==> src/inc/djk_pkg.sv <==
// Shared constants for the dual J-K flip-flop block
package djk_pkg;

  // ==========================================================
  // Structure
  // ==========================================================
  // Number of independent flip-flop cells
  localparam int unsigned FF_COUNT    = 2;
  // Depth of the reset release synchroniser
  localparam int unsigned SYNC_STAGES = 2;

  // ==========================================================
  // Reset values
  // ==========================================================
  // True output after reset; the part itself powers up undefined
  localparam logic        Q_RESET     = 1'h0;
  // Flip-flop clock input is taken as low after reset
  localparam logic        TCK_RESET   = 1'h0;
  // Sampled J and K after reset
  localparam logic        JK_RESET    = 1'h0;

  // ==========================================================
  // Timing
  // ==========================================================
  // System clock period in ns
  localparam int unsigned CLK_PERIOD_NS  = 100;
  // Time in ns from a preset or an edge to the outputs, and the same in cycles
  localparam int unsigned RESPONSE_NS    = 100;
  localparam int unsigned RESPONSE_CYC   =
    (RESPONSE_NS + CLK_PERIOD_NS - 1) / CLK_PERIOD_NS;

endpackage

==> src/design/djk_dual_jk.sv <==
// Top of the dual J-K flip-flop block with active-low preset
//
// Operation
// Two identical, fully independent flip-flop cells
// Sample J/K high, update on falling edge
// J/K only valid during preceding high phase
// J-only sets, K-only clears; complement follows
// J,K low or no falling edge: hold
// J,K both high at falling edge: toggle
// Preset low forces true high, inverted low
// Driver keeps preset high for normal use
// Inverted output is always true's complement
`timescale 1ns/1ps
module djk_dual_jk #(
  parameter int unsigned N = djk_pkg::FF_COUNT
) (
  // System clock and reset
  input  wire logic         clk_in,
  input  wire logic         rst_n_in,
  // Per-cell flip-flop clocks, falling edge active
  input  wire logic [N-1:0] tck_in,
  // Per-cell data inputs
  input  wire logic [N-1:0] j_in,
  input  wire logic [N-1:0] k_in,
  // Per-cell preset, active low
  input  wire logic [N-1:0] set_n_in,
  // Per-cell outputs
  output logic      [N-1:0] q_out,
  output logic      [N-1:0] q_n_out
);

  // ==========================================================
  // Reset release
  // ==========================================================
  logic rst_n;  // Synchronised reset used everywhere below

  // Release through two flops so all cells leave reset together.
  // The cells start from a known state here; the real part has none,
  // so nothing downstream may rely on the value chosen.
  djk_rst_sync #(
    .STAGES (djk_pkg::SYNC_STAGES)
  ) u_rst_sync (
    .clk_in         (clk_in),
    .rst_n_in       (rst_n_in),
    .rst_sync_n_out (rst_n)
  );

  // ==========================================================
  // Decode helpers
  // ==========================================================
  // Falling edge of a cell clock seen between two samples
  function automatic logic fell(input logic prev, input logic now);
    fell = prev & ~now;
  endfunction

  // New true output for a falling edge with preset high
  function automatic logic jk_next(input logic j, input logic k,
                                   input logic q);
    case ({j, k})
      2'h0:    jk_next = q;    // Hold
      2'h1:    jk_next = 1'h0; // Clear
      2'h2:    jk_next = 1'h1; // Set
      2'h3:    jk_next = ~q;   // Toggle
      default: jk_next = q;
    endcase
  endfunction

  // ==========================================================
  // State
  // ==========================================================
  // Every cell's storage lives side by side in one record
  typedef struct packed {
    logic [N-1:0] prev_tck;  // Cell clock one cycle ago
    logic [N-1:0] j_smp;     // J caught in the high phase
    logic [N-1:0] k_smp;     // K caught in the high phase
    logic [N-1:0] q;         // True outputs
    logic [N-1:0] q_n;       // Inverted outputs
  } djk_state_t;

  djk_state_t state;       // Registered state
  djk_state_t next_state;  // Next state

  // ==========================================================
  // Cell behaviour
  // ==========================================================
  // One pass per cell; no cell reads another's bits
  always_comb begin
    next_state          = state;
    next_state.prev_tck = tck_in;
    // independent cells
    for (int i = 0; i < N; i++) begin
      // capture only while clock high
      if (tck_in[i]) begin
        next_state.j_smp[i] = j_in[i];
        next_state.k_smp[i] = k_in[i];
      end
      // preset overrides any edge or hold on the outputs
      if (!set_n_in[i]) begin
        next_state.q[i]   = 1'h1;
        next_state.q_n[i] = 1'h0;
      // act on the falling edge only
      end else if (fell(state.prev_tck[i], tck_in[i])) begin
        next_state.q[i]   = jk_next(state.j_smp[i], state.k_smp[i],
                                    state.q[i]);
        // complement tracks the true output
        next_state.q_n[i] = ~jk_next(state.j_smp[i], state.k_smp[i],
                                     state.q[i]);
      end else begin
        // no falling edge, hold
        next_state.q[i]   = state.q[i];
        next_state.q_n[i] = state.q_n[i];
      end
    end
  end

  // Register the record; reset gives a defined, complementary state
  always_ff @(posedge clk_in or negedge rst_n) begin
    if (!rst_n) begin
      state.prev_tck <= {N{djk_pkg::TCK_RESET}};
      state.j_smp    <= {N{djk_pkg::JK_RESET}};
      state.k_smp    <= {N{djk_pkg::JK_RESET}};
      state.q        <= {N{djk_pkg::Q_RESET}};
      state.q_n      <= {N{~djk_pkg::Q_RESET}};
    end else begin
      state <= next_state;
    end
  end

  // Outputs come straight from the flops
  assign q_out   = state.q;
  assign q_n_out = state.q_n;

  // ==========================================================
  // Checks
  // ==========================================================
  // Preset response costs one system clock: a limitation of
  // sampling the pins synchronously, traded for a glitch-free core.
  // Every check runs on the system clock, so a cell clock edge or a
  // preset shows in the outputs one cycle after it is first seen.
  for (genvar g = 0; g < N; g++) begin : g_chk
    // preset forces outputs
    chk_preset_force: assert property (
      @(posedge clk_in) disable iff (!rst_n)
      !set_n_in[g] |=> (q_out[g] && !q_n_out[g]))
      else $error("preset did not force outputs");

    // outputs stay complementary
    chk_out_compl: assert property (
      @(posedge clk_in) disable iff (!rst_n)
      q_n_out[g] == ~q_out[g])
      else $error("outputs not complementary");

    // update from high sample
    chk_jk_sample: assert property (
      @(posedge clk_in) disable iff (!rst_n)
      (tck_in[g] ##1 (set_n_in[g] && !tck_in[g] && !j_in[g]))
        |=> (q_out[g] == $past(j_in[g], 2) ||
             $past(k_in[g], 2) == $past(j_in[g], 2) ||
             (!$past(k_in[g], 2) && !$past(j_in[g], 2))))
      else $error("update not from high-phase sample");

    // clear on edge
    chk_clear_edge: assert property (
      @(posedge clk_in) disable iff (!rst_n)
      (set_n_in[g] && fell(state.prev_tck[g], tck_in[g]) &&
       !state.j_smp[g] && state.k_smp[g]) |=> !q_out[g])
      else $error("clear on edge failed");

    // set on edge
    chk_set_edge: assert property (
      @(posedge clk_in) disable iff (!rst_n)
      (set_n_in[g] && fell(state.prev_tck[g], tck_in[g]) &&
       state.j_smp[g] && !state.k_smp[g]) |=> q_out[g])
      else $error("set on edge failed");

    // hold with J,K low
    chk_hold_low: assert property (
      @(posedge clk_in) disable iff (!rst_n)
      (set_n_in[g] && fell(state.prev_tck[g], tck_in[g]) &&
       !state.j_smp[g] && !state.k_smp[g]) |=> $stable(q_out[g]))
      else $error("hold with J,K low failed");

    // hold without edge
    chk_hold_noedge: assert property (
      @(posedge clk_in) disable iff (!rst_n)
      (set_n_in[g] && !fell(state.prev_tck[g], tck_in[g]))
        |=> $stable(q_out[g]) && $stable(q_n_out[g]))
      else $error("output moved without falling edge");

    // toggle on edge
    chk_toggle_edge: assert property (
      @(posedge clk_in) disable iff (!rst_n)
      (set_n_in[g] && fell(state.prev_tck[g], tck_in[g]) &&
       state.j_smp[g] && state.k_smp[g])
        |=> q_out[g] != $past(q_out[g]))
      else $error("toggle failed");

    // capture while clock high
    chk_jk_capture: assert property (
      @(posedge clk_in) disable iff (!rst_n)
      tck_in[g] |=> (state.j_smp[g] == $past(j_in[g]) &&
                     state.k_smp[g] == $past(k_in[g])))
      else $error("J/K not captured in high phase");

    // ignore J/K while low
    chk_jk_ignore: assert property (
      @(posedge clk_in) disable iff (!rst_n)
      !tck_in[g] |=> ($stable(state.j_smp[g]) &&
                      $stable(state.k_smp[g])))
      else $error("J/K taken while clock low");

    // rising edge holds outputs
    chk_rise_hold: assert property (
      @(posedge clk_in) disable iff (!rst_n)
      (set_n_in[g] && !state.prev_tck[g] && tck_in[g])
        |=> ($stable(q_out[g]) && $stable(q_n_out[g])))
      else $error("output moved on rising edge");

    // preset beats an edge
    chk_preset_edge: assert property (
      @(posedge clk_in) disable iff (!rst_n)
      (!set_n_in[g] && fell(state.prev_tck[g], tck_in[g]))
        |=> (q_out[g] && !q_n_out[g]))
      else $error("edge overrode preset");
  end

endmodule

==> src/design/djk_rst_sync.sv <==
// Reset release synchroniser for the dual J-K block
`timescale 1ns/1ps
module djk_rst_sync #(
  parameter int unsigned STAGES = djk_pkg::SYNC_STAGES
) (
  // Clock and raw reset
  input  wire logic clk_in,
  input  wire logic rst_n_in,
  // Synchronised reset
  output logic      rst_sync_n_out
);

  // ==========================================================
  // State
  // ==========================================================
  // Shift chain; assert is immediate, release is clocked
  typedef struct packed {
    logic [STAGES-1:0] chain;
  } djk_sync_state_t;

  djk_sync_state_t state;       // Registered chain
  djk_sync_state_t next_state;  // Next chain value

  // Shift a one in from the bottom
  always_comb begin
    next_state       = state;
    next_state.chain = {state.chain[STAGES-2:0], 1'h1};
  end

  // Asynchronous assert, constant load only
  always_ff @(posedge clk_in or negedge rst_n_in) begin
    if (!rst_n_in) begin
      state <= '0;
    end else begin
      state <= next_state;
    end
  end

  // Last stage is the released reset
  assign rst_sync_n_out = state.chain[STAGES-1];

endmodule

==> config.mk <==
export PLATFORM = sky130hd
export DESIGN_NAME = djk_dual_jk
export DESIGN_NICKNAME = d
export VERILOG_FILES = /design/src/inc/djk_pkg.sv /design/src/design/djk_dual_jk.sv /design/src/design/djk_rst_sync.sv
export SDC_FILE = /design/constraint.sdc
export NUM_CORES = 1
export LEC_CHECK = 0
export BUFFER_PORTS_ARGS = -buffer_cell sky130_fd_sc_hd__buf_2
export CORE_AREA = 2 2 39 41
export CTS_CLUSTER_SIZE = 25
export DETAILED_ROUTE_END_ITERATION = 8
export DIE_AREA = 0 0 41 43
export GPL_TIMING_DRIVEN = 0
export PLACE_DENSITY = 0.6
export REMOVE_ABC_BUFFERS = 1
export SLEW_MARGIN = 20
export SYNTH_ARGS = -nofsm -noshare
export SYNTH_HDL_FRONTEND = slang
export SYNTH_SLANG_ARGS = --single-unit
==> constraint.sdc <==
create_clock -name clk_in -period 1.4 [get_ports clk_in]
set_clock_uncertainty 0.15 [all_clocks]
set_input_delay 0.21 -clock clk_in [delete_from_list [all_inputs] [get_ports clk_in]]
set_output_delay 0.21 -clock clk_in [all_outputs]
set_load 0.03 [all_outputs]
==> flow_summary_export.csv <==
group,metric,value,unit
route,drtPass1Iterations,1,
timing,min_period_over_period,96.45,%
clock_tree,number_of_buffers_added_for_setup_after_cts,0,
floorplan,row_count,14,
worst_setup_path,timing.critical_path.depth,1,
timing,hold_viol_final,0,
yosys,ys_top_cells_by_area,"dfrtp_1 (47%), dfstp_2 (9.9%), nor2b_1 (9.4%)",
final_layout,flow.area_growth_from_synthesis,22.82,%
run,max_cap_violations,0,
power_and_ir_drop,pwr-share-comb,12.2,%
route,detail_route.iter0.violations,0,
place,detailed_place_hpwl,587.4,µm
yosys,count_of_warnings_emitted_by_yosys,0,
power_and_ir_drop,swShare,22.73,%
yosys,synth_seq_area_share,56.94,%
worst_setup_path,timing.critical_path.cells,"buf_2",
worst_setup_path,path_buf_inv,1,
clock_tree,cts_repair_resize_count,0,
worst_setup_path,timing.critical_path.max_delay_family,"flip-flops",
power_and_ir_drop,p_int,580.8,µW
route,drt_wl_total,753,µm
clock_tree,clock_insertion_delay_worst_skew,0.26,ns
final_layout,layout.cells.most_common_list,"buf_2 (13), dfrtp_1 (10), nor2b_1 (8)",
worst_setup_path,worst-endpoint-arrival,0.99,ns
worst_setup_path,timing.critical_path.required,1.04,ns
floorplan,placeableCoreArea,1384,µm²
global_route,grt_use_total,10.74,%
timing,setup-violations-final,0,
floorplan,die-area,1763,µm²
timing,tns,0,ns
worst_setup_path,critPathKind,"register to output pin",
yosys,synthesis.area,531.8,µm²
floorplan,chipWidth,41,µm
yosys,netlist-cell-type-count,11,
yosys,synth_top_area_share,47.06,%
route,drt.antenna.violating_nets,0,
worst_setup_path,crit_path_top_delay_cell,"dfstp_2",
clock_tree,ctsHoldBuffers,3,
yosys,synthSimpleGateAreaFrac,18.82,%
worst_setup_path,r2r-start,"q_out[0]$_DFFE_PN0P_",
global_route,antenna_found_initial,0,
global_route,pin_count_of_the_biggest_net_entering_global_routing,11,
clock_tree,cts_max_level,1,
yosys,ys_seq_elements,12,
final_layout,insertedDiodeCount,0,
worst_setup_path,timing.reg2reg.setup_slack,0.35,ns
final_layout,nNetsFinal,68,
timing,grt_setup_unrepaired,"no",
timing,fmaxAchievable,740.6,MHz
clock_tree,cts.path.max_buffers,2,
route,detail_route.vias_per_cell,4.726,
yosys,synth_area_leader_cell,"dfrtp_1",
worst_setup_path,reg2regPathDepth,2,
power_and_ir_drop,power_leakage,0.0002725,µW
clock_tree,cts_root_buf,"clkbuf_4",
route,vias,345,
place,place.gp.congestion,0.6838,
power_and_ir_drop,maximum_ir_drop_on_the_vdd_rail,538.2,µV
clock_tree,cts_inserted_buffers,3,
yosys,synthAdderAreaFrac,0,%
power_and_ir_drop,power.net_switching,170.9,µW
worst_setup_path,worst_setup_path_start_kind,"register",
yosys,yosys-mux-area-fraction,8.471,%
worst_setup_path,max_stage_delay,0.54,ns
yosys,syn_avg_cell_area,12.97,µm²
timing,drv_slew,0,
yosys,synth_xor_area_share,0,%
global_route,grt_overflow_total,0,
clock_tree,tritoncts,"yes",
clock_tree,cts.sink_count,12,
worst_setup_path,cp-end-kind,"output pin",
power_and_ir_drop,power.sequential.fraction,52.8,%
route,wl_per_cell,10.32,µm
worst_setup_path,worstPathMaxFanout,2,
hold_path,min-delay-path-class,"register to asynchronous set/reset pin",
power_and_ir_drop,pwr_density_cell,1151,nW/µm²
final_layout,final_core_util,47.20,%
final_layout,drive_above_1_share,43.86,%
outcome,status,"finished, final reports clean",
final_layout,most_common_library_cell_in_the_layout_ignoring_fill_and_taps,"buf_2",
yosys,synth_top_family_by_area,"simple AND/OR/NAND/NOR gates",
power_and_ir_drop,power_frac_clock,35.0,%
worst_setup_path,critical_path.startpoint,"q_n_out[0]$_DFFE_PN1P_",
yosys,synth-compound-area-share,9.412,%
global_route,grt_pass1_wl,1297,µm
floorplan,floorplan.die.height,43,µm
floorplan,initial_utilization,38.43,%
global_route,vias_in_the_first_global_route,318,
clock_tree,clock_transition_at_path_regs,0.08,ns
floorplan,floorplan.io_pins,14,
place,io_buffers,13,
timing,min_period,1.350,ns
route,drc_errors,0,
yosys,syn_inst_count,41,
synth_stat cells (all sizes together):
master,count
conb,1
dfstp,2
nand2,2
nor2b,8
and2,2
buf,4
o32ai,2
nand3b,4
a32oi,2
mux2,4
dfrtp,10
layer usage:
metal,part of all wire (%),GRT usage (%)
met1,49,14.68
met4,0,4.000
met5,0,0
met3,3.3,4.712
met2,47,14.69
final timing paths:
kind | endpoint
min in group clk_in | state[6]$_DFFE_PN0P_
max | q_n_out[0]
min | q_out[0]$_DFFE_PN0P_
min reg2reg | q_out[0]$_DFFE_PN0P_
max reg2reg | q_n_out[0]$_DFFE_PN1P_
max in group asynchronous | q_n_out[1]$_DFFE_PN1P_
sequential cells by signal, summed over array words and instances, names as in the netlist:
signal	count
u_rst_sync.state	2
q_out	2
q_n_out	2
state	6
metrics by stage:
step           hold WS, ns  setup slack, ns  instances  total power (µW)  cell area [µm²]
3_5_place_dp       -0.1531           0.3418         66             489.9            586.8
6_report          0.001248          0.04967         73             751.7            653.1
5_1_grt            0.02466          0.02342         73             788.3            653.1
3_3_place_gp       -0.1534           0.3429         66             488.9            586.8
2_1_floorplan      -0.2356           0.2415         37             454.7            501.7
4_1_cts            0.01841          0.04258         73             764.1            653.1
power groups by stage:
| stage | sequential (µW) | combinational (µW) | clock (µW) |
|---|---|---|---|
| CTS | 396 | 93.1 | 275 |
| finish | 397 | 91.5 | 263 |
| floorplan | 413 | 42.2 | 0 |
| global route | 402 | 100 | 286 |
| global placement | 403 | 85.7 | 0 |
| detailed placement | 403 | 86.7 | 0 |
cell families after synthesis:
| kind of cell | after synthesis |
|---|---|
| and+or+nand+nor | 16 |
| AOI/OAI and AO/OA | 4 |
| buffers and inverters | 4 |
| other | 1 |
| DFF | 12 |
| muxes | 4 |
area by class of cell:
cell class / count / area [µm²]
repair buffers: 16 / 95.09
flip-flops and latches: 12 / 302.8
fillers: 127 / 730.7
well taps: 16 / 20.02
clock buffers: 4 / 36.28
multi-input cells: 25 / 198.9
No activity file was read; power rests on OpenSTA's default activity.
